**config.mk**
```make
export PLATFORM = sky130hd
export DESIGN_NAME = global_regs_dev_flat
export DESIGN_NICKNAME = d
export VERILOG_FILES = /design/src/rtl/xcvr_pkg.sv /design/src/rtl/xcvr_if.sv /design/src/rtl/global_regs_dev.sv /design/src/flat_wrapper.sv
export SDC_FILE = /design/constraint.sdc
export NUM_CORES = 1
export LEC_CHECK = 0
export BUFFER_PORTS_ARGS = -buffer_cell sky130_fd_sc_hd__buf_2
export CORE_MARGIN = 4
export CORE_UTILIZATION = 55
export DETAILED_ROUTE_END_ITERATION = 10
export GPL_TIMING_DRIVEN = 0
export PLACE_DENSITY = 0.91
export SETUP_SLACK_MARGIN = 0.3
export SYNTH_ARGS = -nofsm -noshare
export SYNTH_HDL_FRONTEND = slang
export SYNTH_SLANG_ARGS = --single-unit
```
**constraint.sdc**
```tcl
create_clock -name i_clk -period 5.15 [get_ports i_clk]
set_input_delay 0 -clock i_clk [delete_from_list [all_inputs] [get_ports i_clk]]
set_output_delay 0 -clock i_clk [all_outputs]
set_load 0.01 [all_outputs]
```
**src/rtl/xcvr_pkg.sv**
```systemverilog
`default_nettype none
package xcvr_pkg;
  localparam int            NPORT          = 8;
  localparam int            PORT_W         = 3;
  localparam int            OFS_W          = 8;
  localparam int            ADDR_W         = 11;
  localparam int            DATA_W         = 8;
  // Device global register offsets, first framer space only
  localparam logic [7:0]    OFS_CTRL_ONE   = 8'hf0;
  localparam logic [7:0]    OFS_FRM_GLOBAL = 8'hf1;
  localparam logic [7:0]    OFS_CTRL_TWO   = 8'hf2;
  localparam logic [7:0]    OFS_CLK_SRC    = 8'hf3;
  localparam logic [7:0]    OFS_RSVD_A     = 8'hf4;
  localparam logic [7:0]    OFS_LU_RST     = 8'hf5;
  localparam logic [7:0]    OFS_FT_RST     = 8'hf6;
  localparam logic [7:0]    OFS_RSVD_B     = 8'hf7;
  localparam logic [7:0]    OFS_PART_ID    = 8'hf8;
  localparam logic [7:0]    OFS_FRM_SUM    = 8'hf9;
  localparam logic [7:0]    OFS_TST_SUM    = 8'hfa;
  localparam logic [7:0]    OFS_LU_SUM     = 8'hfb;
  localparam logic [7:0]    OFS_FRM_EN     = 8'hfc;
  localparam logic [7:0]    OFS_TST_EN     = 8'hfd;
  localparam logic [7:0]    OFS_LU_EN      = 8'hfe;
  localparam logic [7:0]    OFS_RSVD_HIGH  = 8'h1f;
  localparam logic [7:0]    OFS_GLOBAL_LO  = 8'hf0;
  localparam logic [7:0]    OFS_GLOBAL_HI  = 8'hfe;
  // Control-one field positions
  localparam int            BIT_LOSS_SEL   = 5;
  localparam int            BIT_WIRE_OR    = 4;
  localparam int            BIT_BCAST      = 2;
  localparam int            BIT_LATCH      = 1;
  localparam int            BIT_INHIBIT    = 0;
  localparam logic [7:0]    CTRL_ONE_USED  = 8'h37;
  localparam logic [7:0]    RESET_BYTE     = 8'h00;
  // Arbitrary identity value, names no real part
  localparam logic [7:0]    PART_ID_VALUE  = 8'h5a;
  // Controller register offsets
  localparam logic [3:0]    HOFS_TGT_OFS   = 4'h0;
  localparam logic [3:0]    HOFS_TGT_PORT  = 4'h1;
  localparam logic [3:0]    HOFS_WDATA     = 4'h2;
  localparam logic [3:0]    HOFS_CMD       = 4'h3;
  localparam logic [3:0]    HOFS_RDATA     = 4'h4;
  localparam logic [3:0]    HOFS_STATUS    = 4'h5;
  localparam logic [3:0]    HOFS_MASK      = 4'h6;
  localparam int            CMD_WRITE      = 0;
  localparam int            CMD_READ       = 1;
  localparam int            ST_DONE        = 0;
  localparam int            ST_REFUSED     = 1;
  localparam int            ST_DEV_IRQ     = 2;
  localparam logic [2:0]    ST_USED        = 3'h7;

  function automatic logic is_global_ofs(input logic [7:0] ofs);
    is_global_ofs = ((ofs >= OFS_GLOBAL_LO) && (ofs <= OFS_GLOBAL_HI)) || (ofs == OFS_RSVD_HIGH);
  endfunction : is_global_ofs

  function automatic logic is_reserved_ofs(input logic [7:0] ofs);
    is_reserved_ofs = (ofs == OFS_RSVD_A) || (ofs == OFS_RSVD_B) || (ofs == OFS_RSVD_HIGH);
  endfunction : is_reserved_ofs
endpackage : xcvr_pkg
`default_nettype wire

```
**src/rtl/xcvr_if.sv**
```systemverilog
`timescale 1ns/100ps
`default_nettype none
interface xcvr_if;
  logic        wr;
  logic        rd;
  logic [10:0] addr;
  logic [7:0]  wdata;
  logic [7:0]  rdata;
  logic        int_n;
  modport dev  (input wr, rd, addr, wdata, output rdata, int_n);
  modport host (output wr, rd, addr, wdata, input rdata, int_n);
endinterface : xcvr_if
`default_nettype wire

```
**src/rtl/global_regs_dev.sv**
```systemverilog
// Notes on behaviour
// Loss pin shows frame or clock loss
// Bit four picks internal mux or wire-OR
// Host should keep wire-OR bit at zero; the host passes bit four through unchanged
// Broadcast bit copies port writes to all
// Host clears broadcast before any read
// Trigger rising edge latches enabled framer counters
// Only rising edge latches; clear then set
// Host writes zeros to reserved locations
// Globals only in first framer space
// Host zeroes shadow globals in other spaces
// Three interrupt summaries are read-only
// Three interrupt enables are read-write
// Separate line and framer/tester reset registers
// Read-only identification register
// Inhibit bit clear lets interrupt pin drive
// Edge detected in clock domain, one pulse
`timescale 1ns/100ps
`default_nettype none
module global_regs_dev (
  input  wire logic       i_clk,
  input  wire logic       i_rstn,
  xcvr_if.dev             bus,
  output logic [7:0]      o_unit_wr,
  output logic [7:0]      o_unit_rd,
  output logic [7:0]      o_unit_ofs,
  output logic [7:0]      o_unit_wdata,
  input  wire logic [7:0] i_unit_rdata,
  input  wire logic [7:0] i_latch_accept,
  output logic [7:0]      o_latch_pulse,
  input  wire logic [7:0] i_framer_irq,
  input  wire logic [7:0] i_tester_irq,
  input  wire logic [7:0] i_line_unit_irq,
  output logic            o_loss_pin_function_select,
  output logic            o_external_wire_or_select,
  output logic            o_broadcast_write_enable,
  output logic [7:0]      o_framer_global_control,
  output logic [7:0]      o_transceiver_control_two,
  output logic [7:0]      o_clock_source_control,
  output logic [7:0]      o_line_unit_soft_reset,
  output logic [7:0]      o_framer_tester_soft_reset
);

  logic [2:0] acc_port;
  logic [7:0] acc_ofs;
  logic       global_hit;
  logic       unit_hit;
  logic [7:0] port_onehot;
  logic [7:0] transceiver_control_one;
  logic [7:0] framer_global_control;
  logic [7:0] transceiver_control_two;
  logic [7:0] clock_source_control;
  logic [7:0] line_unit_soft_reset;
  logic [7:0] framer_tester_soft_reset;
  logic [7:0] framer_irq_enable;
  logic [7:0] tester_irq_enable;
  logic [7:0] line_unit_irq_enable;
  logic       latch_prev;
  logic [7:0] rdata;
  logic [7:0] next_rdata;
  logic       int_n;
  logic       irq_any;
  logic       gwr;

  assign acc_port    = bus.addr[10:8];
  assign acc_ofs     = bus.addr[7:0];
  // Shadow copies in ports 1..7 decode as global but hit nothing
  assign global_hit  = (acc_port == 3'h0) && xcvr_pkg::is_global_ofs(acc_ofs);
  assign unit_hit    = !xcvr_pkg::is_global_ofs(acc_ofs);
  assign port_onehot = 8'h01 << acc_port;
  assign gwr         = bus.wr && global_hit;

  // Unit strobes are combinational so a unit read answers in step with the bus
  always_comb begin
    o_unit_wr = 8'h00;
    o_unit_rd = 8'h00;
    if (bus.wr && unit_hit) begin
      if (transceiver_control_one[xcvr_pkg::BIT_BCAST]) begin
        o_unit_wr = 8'hff;
      end else begin
        o_unit_wr = port_onehot;
      end
    end
    if (bus.rd && unit_hit) begin
      o_unit_rd = port_onehot;
    end
  end

  assign o_unit_ofs   = acc_ofs;
  assign o_unit_wdata = bus.wdata;

  always_ff @(posedge i_clk) begin
    if (!i_rstn) begin
      transceiver_control_one <= xcvr_pkg::RESET_BYTE;
    end else if (gwr && (acc_ofs == xcvr_pkg::OFS_CTRL_ONE)) begin
      // Unused bits never store so they always read as zero
      transceiver_control_one <= bus.wdata & xcvr_pkg::CTRL_ONE_USED;
    end
  end

  always_ff @(posedge i_clk) begin
    if (!i_rstn) begin
      framer_global_control   <= xcvr_pkg::RESET_BYTE;
      transceiver_control_two <= xcvr_pkg::RESET_BYTE;
      clock_source_control    <= xcvr_pkg::RESET_BYTE;
    end else if (gwr) begin
      if (acc_ofs == xcvr_pkg::OFS_FRM_GLOBAL) begin
        framer_global_control <= bus.wdata;
      end
      if (acc_ofs == xcvr_pkg::OFS_CTRL_TWO) begin
        transceiver_control_two <= bus.wdata;
      end
      if (acc_ofs == xcvr_pkg::OFS_CLK_SRC) begin
        clock_source_control <= bus.wdata;
      end
    end
  end

  always_ff @(posedge i_clk) begin
    if (!i_rstn) begin
      line_unit_soft_reset     <= xcvr_pkg::RESET_BYTE;
      framer_tester_soft_reset <= xcvr_pkg::RESET_BYTE;
    end else if (gwr) begin
      if (acc_ofs == xcvr_pkg::OFS_LU_RST) begin
        line_unit_soft_reset <= bus.wdata;
      end
      if (acc_ofs == xcvr_pkg::OFS_FT_RST) begin
        framer_tester_soft_reset <= bus.wdata;
      end
    end
  end

  always_ff @(posedge i_clk) begin
    if (!i_rstn) begin
      framer_irq_enable    <= xcvr_pkg::RESET_BYTE;
      tester_irq_enable    <= xcvr_pkg::RESET_BYTE;
      line_unit_irq_enable <= xcvr_pkg::RESET_BYTE;
    end else if (gwr) begin
      if (acc_ofs == xcvr_pkg::OFS_FRM_EN) begin
        framer_irq_enable <= bus.wdata;
      end
      if (acc_ofs == xcvr_pkg::OFS_TST_EN) begin
        tester_irq_enable <= bus.wdata;
      end
      if (acc_ofs == xcvr_pkg::OFS_LU_EN) begin
        line_unit_irq_enable <= bus.wdata;
      end
    end
  end

  // Counter latch: only a fresh rising edge fires, a held one stays quiet
  always_ff @(posedge i_clk) begin
    if (!i_rstn) begin
      latch_prev    <= 1'b0;
      o_latch_pulse <= 8'h00;
    end else begin
      latch_prev <= transceiver_control_one[xcvr_pkg::BIT_LATCH];
      if (transceiver_control_one[xcvr_pkg::BIT_LATCH] && !latch_prev) begin
        o_latch_pulse <= i_latch_accept;
      end else begin
        o_latch_pulse <= 8'h00;
      end
    end
  end

  // Reads of summaries show live unit state; writes to them are dropped
  always_comb begin
    next_rdata = 8'h00;
    if (bus.rd && unit_hit) begin
      next_rdata = i_unit_rdata;
    end else if (bus.rd && global_hit) begin
      unique case (acc_ofs)
        xcvr_pkg::OFS_CTRL_ONE:   next_rdata = transceiver_control_one;
        xcvr_pkg::OFS_FRM_GLOBAL: next_rdata = framer_global_control;
        xcvr_pkg::OFS_CTRL_TWO:   next_rdata = transceiver_control_two;
        xcvr_pkg::OFS_CLK_SRC:    next_rdata = clock_source_control;
        xcvr_pkg::OFS_LU_RST:     next_rdata = line_unit_soft_reset;
        xcvr_pkg::OFS_FT_RST:     next_rdata = framer_tester_soft_reset;
        xcvr_pkg::OFS_PART_ID:    next_rdata = xcvr_pkg::PART_ID_VALUE;
        xcvr_pkg::OFS_FRM_SUM:    next_rdata = i_framer_irq;
        xcvr_pkg::OFS_TST_SUM:    next_rdata = i_tester_irq;
        xcvr_pkg::OFS_LU_SUM:     next_rdata = i_line_unit_irq;
        xcvr_pkg::OFS_FRM_EN:     next_rdata = framer_irq_enable;
        xcvr_pkg::OFS_TST_EN:     next_rdata = tester_irq_enable;
        xcvr_pkg::OFS_LU_EN:      next_rdata = line_unit_irq_enable;
        default:                  next_rdata = 8'h00;
      endcase
    end
  end

  always_ff @(posedge i_clk) begin
    if (!i_rstn) begin
      rdata <= 8'h00;
    end else begin
      rdata <= next_rdata;
    end
  end

  assign irq_any = |((i_framer_irq & framer_irq_enable)
                   | (i_tester_irq & tester_irq_enable)
                   | (i_line_unit_irq & line_unit_irq_enable));

  always_ff @(posedge i_clk) begin
    if (!i_rstn) begin
      int_n <= 1'b1;
    end else begin
      int_n <= !(irq_any && !transceiver_control_one[xcvr_pkg::BIT_INHIBIT]);
    end
  end

  assign bus.rdata = rdata;
  assign bus.int_n = int_n;

  // Pin function selects go straight to the port pin muxes
  assign o_loss_pin_function_select = transceiver_control_one[xcvr_pkg::BIT_LOSS_SEL];
  assign o_external_wire_or_select  = transceiver_control_one[xcvr_pkg::BIT_WIRE_OR];
  assign o_broadcast_write_enable   = transceiver_control_one[xcvr_pkg::BIT_BCAST];
  assign o_framer_global_control    = framer_global_control;
  assign o_transceiver_control_two  = transceiver_control_two;
  assign o_clock_source_control     = clock_source_control;
  assign o_line_unit_soft_reset     = line_unit_soft_reset;
  assign o_framer_tester_soft_reset = framer_tester_soft_reset;

endmodule : global_regs_dev
`default_nettype wire

```
**src/flat_wrapper.sv**
```systemverilog
// flat-port wrapper written by rule: the top's interface ports become plain ports
module global_regs_dev_flat 
  (i_clk, i_rstn, o_unit_wr, o_unit_rd, o_unit_ofs, o_unit_wdata, i_unit_rdata, i_latch_accept, o_latch_pulse, i_framer_irq, i_tester_irq, i_line_unit_irq, o_loss_pin_function_select, o_external_wire_or_select, o_broadcast_write_enable, o_framer_global_control, o_transceiver_control_two, o_clock_source_control, o_line_unit_soft_reset, o_framer_tester_soft_reset, bus_wr, bus_rd, bus_addr, bus_wdata, bus_rdata, bus_int_n);
  xcvr_if bus_i ();
  input  wire logic i_clk;
  input  wire logic i_rstn;
  output logic [7:0] o_unit_wr;
  output logic [7:0] o_unit_rd;
  output logic [7:0] o_unit_ofs;
  output logic [7:0] o_unit_wdata;
  input  wire logic [7:0] i_unit_rdata;
  input  wire logic [7:0] i_latch_accept;
  output logic [7:0] o_latch_pulse;
  input  wire logic [7:0] i_framer_irq;
  input  wire logic [7:0] i_tester_irq;
  input  wire logic [7:0] i_line_unit_irq;
  output logic o_loss_pin_function_select;
  output logic o_external_wire_or_select;
  output logic o_broadcast_write_enable;
  output logic [7:0] o_framer_global_control;
  output logic [7:0] o_transceiver_control_two;
  output logic [7:0] o_clock_source_control;
  output logic [7:0] o_line_unit_soft_reset;
  output logic [7:0] o_framer_tester_soft_reset;
  input wire logic [$bits(bus_i.wr)-1:0] bus_wr;
  input wire logic [$bits(bus_i.rd)-1:0] bus_rd;
  input wire logic [$bits(bus_i.addr)-1:0] bus_addr;
  input wire logic [$bits(bus_i.wdata)-1:0] bus_wdata;
  output wire logic [$bits(bus_i.rdata)-1:0] bus_rdata;
  output wire logic [$bits(bus_i.int_n)-1:0] bus_int_n;
  assign bus_i.wr = bus_wr;
  assign bus_i.rd = bus_rd;
  assign bus_i.addr = bus_addr;
  assign bus_i.wdata = bus_wdata;
  assign bus_rdata = bus_i.rdata;
  assign bus_int_n = bus_i.int_n;
  global_regs_dev u_core (.i_clk(i_clk), .i_rstn(i_rstn), .bus(bus_i), .o_unit_wr(o_unit_wr), .o_unit_rd(o_unit_rd), .o_unit_ofs(o_unit_ofs), .o_unit_wdata(o_unit_wdata), .i_unit_rdata(i_unit_rdata), .i_latch_accept(i_latch_accept), .o_latch_pulse(o_latch_pulse), .i_framer_irq(i_framer_irq), .i_tester_irq(i_tester_irq), .i_line_unit_irq(i_line_unit_irq), .o_loss_pin_function_select(o_loss_pin_function_select), .o_external_wire_or_select(o_external_wire_or_select), .o_broadcast_write_enable(o_broadcast_write_enable), .o_framer_global_control(o_framer_global_control), .o_transceiver_control_two(o_transceiver_control_two), .o_clock_source_control(o_clock_source_control), .o_line_unit_soft_reset(o_line_unit_soft_reset), .o_framer_tester_soft_reset(o_framer_tester_soft_reset));
endmodule
```
==> impl_metrics.toml, run 1 <==
[clocking]
cts_resized = 0
cts_tree = "done"
insertion_delay_ps = 370
clkSinkCount = 87
post_cts_buffers = 0
cts_buffer_depth = 2
cts-root-buf = "clkbuf_8"
htreeDepth = 3
ctsHoldBuffers = 16
clk_pin_slew_worst_paths_ps = 100
cts_buffers = 9

[final_layout]
nets = 766
drive_gt1_share_pct = 27.40
diodes = 0
area_growth_pct = 25.86

[sta]
setup_viol = 0
period_minus_slack_ps = 2163
period_share_pct = 41.99
rsz0062_at_grt = "no"
fmax_mhz = 462.4
hold_viol_final = 0
setup_tns_ps = 0
relSlewSlack_pct = 36.47
drv_slew = 0
setup_slack_ps = 2987
worst_pin_slew_ps = 953.0
skew_ps = 12.12

[drt]
drt_wl_total_mm = 17.86
vias = 4935
post_drt_wl_per_cell_um = 21.97
drcViolationCount = 0
ant_nets = 0
vias_per_cell = 6.070
drt_iter0_drc = 528
firstDrtPassIters = 7

[critical_path]
path_cells = "buf_2, clkbuf_1, clkbuf_1, inv_1, o311ai_0, o21ai_0, o21ai_0"
cpPeakStageDelay_ps = 770
critical_path_class = "in -> reg"
critical_path_arrival_ps = 2460
start_kind = "primary input"
critPathSlowestCell = "clkbuf_1"
cp.required_ps = 5440
worstPathMaxFanout = 10
end_kind = "flop"

[synth]
synthXorXnorAreaFrac_pct = 0
synthesis.area_um2 = 4634
synth_edf_count = 0
yosysSeqAreaShare_pct = 37.58
synth_top_family_by_area = "simple AND/OR/NAND/NOR gates"
yosys.cell_types.count = 57
yosys-top-cells-area = "dfxtp_1 38%, mux2i_1 11%, nor2b_1 7.2%, nand2_1 5.7%, a21boi_0 3.7%"
synth_area_per_cell_um2 = 8.679
synth_cells = 534
synth_top_area_share_pct = 37.58
synthAdderAreaFrac_pct = 0
ys_ff_latch = 87
synth-simple-area-share_pct = 25.30
ys.flop_type = "dfxtp_1"
synth-compound-area-share_pct = 16.44
synth_mux_area_share_pct = 13.93
ys_warn_count = 0
synth_area_leader_cell = "dfxtp_1"
async_flop_share_pct = 0
synth_nets = 597

[grt]
antenna_found_initial = 0
grt_max_degree = 19
gr-total-overflow = 0
grt_pass1_vias = 4843
grt_pass1_wl_mm = 27.14
grt_usage_pct = 35.57

[power_and_ir_drop]
p_leak_nw = 2.664
power.total_mw = 1.339
ir_drop_mv = 0.1996
power.density_nw_per_um2 = 229.5

[place]
io_buffers = 142
hpwl_mm = 13.47
place_ws_ps = 2748
gp_congestion = 1.074

[die]
io_pins = 155
fp-row-count = 33
dieArea_um2 = 9959
die_w_um = 99.80
design.core.area_um2 = 8217
initial_core_util_pct = 56.40
die_height_um = 99.80

[flow_run]
max-cap-violations = 0

[outcome]
status = "completed"

[worst_hold_path]
hp-class = "in -> reg"
Yosys cell counts (4+ instances only):
| library cell | n |
|---|---|
| clkbuf_1 | 32 |
| nand4_1 | 5 |
| a22oi_1 | 13 |
| a31oi_1 | 8 |
| mux2i_1 | 51 |
| buf_4 | 16 |
| nor3_1 | 7 |
| mux2_2 | 6 |
| buf_2 | 4 |
| a21oi_1 | 8 |
| dfxtp_1 | 87 |
| nand2_1 | 70 |
| and3_1 | 4 |
| inv_1 | 8 |
| a22o_1 | 7 |
| a221oi_1 | 4 |
| nor2b_1 | 53 |
| and2_1 | 17 |
| a21boi_0 | 23 |
| nor2_1 | 28 |
| nand3_1 | 11 |
| o21ai_0 | 11 |
layer usage:
metal	vias up	part of all wire, %	GRT usage, %
li1	2219	-	-
met1	2305	40	45.18
met2	357	45	58.75
met3	54	11	7.992
met4	0	3.8	13.97
met5	-	0	0
worst paths after layout:
path                                  startpoint                             endpoint  slack (ps)  depth (start not counted)
min                           i_line_unit_irq[1]                  u_core.bus.rdata[1]          30                          3
max reg2reg  u_core.o_transceiver_control_two[4]                  u_core.bus.rdata[4]        3390                          5
min reg2reg  u_core.o_transceiver_control_two[1]  u_core.o_transceiver_control_two[1]         490                          2
max                                  bus_addr[0]                  u_core.bus.rdata[5]        2990                          7
state kept, by name, summed over array words and instances, names as in the netlist:
register                           flops
u_core.bus.int_n                       1
u_core.bus.rdata                       8
u_core.framer_irq_enable               8
u_core.latch_prev                      1
u_core.line_unit_irq_enable            8
u_core.o_clock_source_control          8
u_core.o_framer_global_control         8
u_core.o_framer_tester_soft_reset      8
u_core.o_latch_pulse                   8
u_core.o_line_unit_soft_reset          8
u_core.o_transceiver_control_two       8
u_core.tester_irq_enable               8
u_core.transceiver_control_one         5
area by class of cell:
cell class | count | area [µm²]
Timing Repair Buffer | 158 | 870.8
Tap cell | 105 | 131.4
Clock inverter | 7 | 72.57
Multi-Input combinational cell | 383 | 2580
Buffer | 56 | 282.8
Clock buffer | 9 | 123.9
Inverter | 8 | 30.03
Sequential cell | 87 | 1742
Fill cell | 660 | 2384
cell usage in the layout, fill, tap and decap left out, types with 3 or more instances in the layout:
cell type,synthesis,layout
clkbuf_1,32,32
nor3_1,7,7
mux2_2,6,6
nand3_1,11,11
nor2b_1,53,53
mux4_2,3,3
a22oi_1,13,13
nand2_1,70,70
nand3b_1,3,3
dlygate4sd3_1,0,16
mux2i_1,51,51
clkbuf_8,0,9
inv_1,8,8
a31oi_1,8,8
nand2b_1,3,3
buf_2,4,146
buf_4,16,16
and3_1,4,4
o311ai_0,3,3
and2_1,17,17
a21oi_1,8,8
buf_1,3,3
a22o_1,7,7
o2bb2ai_1,3,3
o21ai_0,11,11
a32oi_1,3,3
a221oi_1,4,4
and4_1,3,3
nand4_1,5,5
nor4_1,3,3
nor2_1,28,28
dfxtp_1,87,87
a21boi_0,23,23
worst max-delay path: cells and delay by family:
kind	cells	cell delay [ps]
AO/OA/AOI/OAI	3	890
buffers and inverters	4	1560
through the flow:
step / utilization [%] / hold WS [ps] / area, µm² / std cells
floorplan: - / 91.77 / 4634 / 534
global placement: 66.65 / 186.5 / 5477 / 781
detailed placement: 66.65 / 185.0 / 5477 / 781
CTS: 70.99 / 16.58 / 5833 / 813
global route: 70.99 / 39.59 / 5833 / 813
finish: 70.99 / 26.80 / 5833 / 813
where the power goes:
group	total (mW)	leakage, nW	switching (mW)	internal, mW
combinational	0.176	1.87	0.104	0.0715
sequential	0.676	0.702	0.00106	0.675
clock	0.487	0.0970	0.296	0.191
cells by family after synthesis:
family / Yosys count
and+or+nand+nor: 220
AOI/OAI and AO/OA: 103
DFF: 87
buffers and inverters: 64
muxes: 60
Power figures use the tool's default switching activity.
==> inputs of run 2 (changes only) <==
--- a/config.mk
+++ b/config.mk
@@ -7,10 +7,10 @@
 export LEC_CHECK = 0
 export BUFFER_PORTS_ARGS = -buffer_cell sky130_fd_sc_hd__buf_2
 export CORE_MARGIN = 4
-export CORE_UTILIZATION = 55
+export CORE_UTILIZATION = 51
 export DETAILED_ROUTE_END_ITERATION = 10
 export GPL_TIMING_DRIVEN = 0
-export PLACE_DENSITY = 0.91
+export PLACE_DENSITY = 0.86
 export SETUP_SLACK_MARGIN = 0.3
 export SYNTH_ARGS = -nofsm -noshare
 export SYNTH_HDL_FRONTEND = slang
==> constraint.sdc (replaced) <==
create_clock -name i_clk -period 2.1 [get_ports i_clk]
set_input_delay 0 -clock i_clk [delete_from_list [all_inputs] [get_ports i_clk]]
set_output_delay 0 -clock i_clk [all_outputs]
set_load 0.01 [all_outputs]
==> run 2 against run 1 <==
- register-to-register slack got worse by 3000 ps
- sequential power rose by 150%
- routed wire length up 2.4%
- count of clock-buffer cells in the layout stayed put
- via count barely moved
- combinational power grew to 2.5 times the previous value
==> impl_metrics.toml, run 2 (synthesis results as in run 1) <==
[power_and_ir_drop]
clkPwrFrac_pct = 36.6
switching_power_mw = 1.005
power.total_mw = 3.311
ir_drop_mv = 0.3890
p_sw_share_pct = 30.35
p_int_mw = 2.306
pwr-share-comb_pct = 13.3
seqPwrFrac_pct = 50.0
power.density_nw_per_um2 = 562.7
p_leak_nw = 2.717

[sta]
setup_slack_ps = 352.8
skew_ps = 9.212
worst_pin_slew_ps = 679.3
setup_viol = 0
rsz0062_at_grt = "yes"
period_share_pct = 83.20
period_minus_slack_ps = 1747
fmax_mhz = 572.3
hold_viol_final = 0
drv_slew = 0
relSlewSlack_pct = 54.72

[die]
design.core.area_um2 = 8763
die_height_um = 103.3
io_pins = 155
die_w_um = 103.3
initial_core_util_pct = 52.88
dieArea_um2 = 10680
fp-row-count = 34

[grt]
grt_pass1_wl_mm = 26.43
gr-total-overflow = 0
grt_max_degree = 19
antenna_found_initial = 0
grt_usage_pct = 33.85
grt_pass1_vias = 4577

[final_layout]
nets = 766
diodes = 0
area_growth_pct = 26.97
final_common_cell = "buf_2"
layout_common_cells = "146 x buf_2, 87 x dfxtp_1, 66 x nand2_1"
drive_gt1_share_pct = 29.80

[critical_path]
r2r-start = "u_core.line_unit_irq_enable[2]"
critical_path_class = "in -> reg"
worstPathMaxFanout = 9
r2r_cells = 5
start_kind = "primary input"
end_kind = "flop"
critical_path_arrival_ps = 2010
cp.required_ps = 2360
r2r_slack_ps = 370
r2r-end = "u_core.bus.rdata[2]"

[flow_run]
max-cap-violations = 0

[drt]
m1WireLength_mm = 7.530
drcViolationCount = 0
firstDrtPassIters = 7
vias = 4931
vias_per_cell = 6.043
drt_iter0_drc = 382
wl_met3_mm = 1.774
ant_nets = 0
top_layer = "met4"
post_drt_wl_per_cell_um = 22.40
drt_wl_total_mm = 18.28
wl_met2_mm = 8.317

[clocking]
htreeDepth = 3
cts_buffers = 9
clk_pin_slew_worst_paths_ps = 100
insertion_delay_ps = 370
cts_buffer_depth = 2
cts-root-buf = "clkbuf_8"
clkSinkCount = 87
post_cts_buffers = 0
cts_tree = "done"

[outcome]
status = "completed"

[worst_hold_path]
min_to = "u_core.o_transceiver_control_two[6]"
min_path_cells = 3
hp-class = "in -> reg"
hp-start = "bus_wdata[6]"

[place]
gp_congestion = 1.080
place_ws_ps = -317.5
hpwl_mm = 13.99
io_buffers = 142
## run 2: cell count changes in the layout (fill, tap and decap cells not counted), moves of 2 or more
cell | previous run | this run
clkinv_4 | 1 | 3
nor4_2 | 2 | 0
buf_1 | 3 | 0
nor4_4 | 0 | 2
inv_6 | 2 | 0
nand2_2 | 0 | 4
clkbuf_1 | 32 | 22
nand2_1 | 70 | 66
clkbuf_2 | 0 | 13
## run 2: per-layer routing
metal	global-route usage (%)	vias up
met5	0	-
met4	13.84	0
met1	44.91	2343
met3	6.640	49
li1	-	2219
met2	54.12	320
## run 2: power by group through the flow
| stage | logic (mW) | clock network, mW | registers [mW] |
|---|---|---|---|
| 2_1_floorplan | 0.217 | 0 | 1.70 |
| 3_3_place_gp | 0.399 | 0 | 1.69 |
| 3_5_place_dp | 0.400 | 0 | 1.70 |
| 4_1_cts | 0.425 | 1.22 | 1.66 |
| 5_1_grt | 0.467 | 1.29 | 1.66 |
| 6_report | 0.441 | 1.21 | 1.66 |
## run 2: worst max path at each step
stage | start | slack (ps) | cells after the start | endpoint
floorplan | bus_addr[8] | 310 | 6 | u_core.framer_irq_enable[0]
global placement | bus_addr[0] | -350 | 7 | u_core.bus.rdata[5]
detailed placement | bus_addr[0] | -320 | 7 | u_core.bus.rdata[5]
CTS | bus_addr[1] | 180 | 7 | u_core.o_framer_tester_soft_reset[4]
global route | bus_addr[8] | 280 | 6 | u_core.framer_irq_enable[5]
finish | bus_addr[8] | 350 | 6 | u_core.framer_irq_enable[5]
## run 2: layout make-up
type / count / area (µm²)
Buffer: 56 / 299.0
Sequential cell: 87 / 1742
Clock inverter: 7 / 76.32
Multi-Input combinational cell: 383 / 2608
Tap cell: 108 / 135.1
Timing Repair Buffer: 158 / 870.8
Inverter: 8 / 30.03
Fill cell: 734 / 2879
Clock buffer: 9 / 123.9
## run 2: worst max-delay path, stage by stage
cell     delay, ps
buf_2          150
or4b_4         590
or3_4          400
nor3_4         520
mux2i_1        270
nor2b_1         60
## run 2: metrics by stage
stage	cell area [µm²]	util [%]	cells	setup TNS (ps)	hold slack [ps]
after global routing	5884	67.15	816	0	43.39
after CTS	5851	66.76	816	0	45.16
final	5884	67.15	816	0	54.81
after floorplan	4634	-	534	0	91.77
after global placement	5480	62.54	784	-6326	187.1
after detailed placement	5480	62.54	784	-6884	184.9
## run 2: timing repair
item                                   4_1_cts  5_1_grt
setup endpoints to repair                   39       65
hold buffers                                16        0
endpoints found under the hold margin       16        0
resized for setup                            6       21
cloned                                       0        0
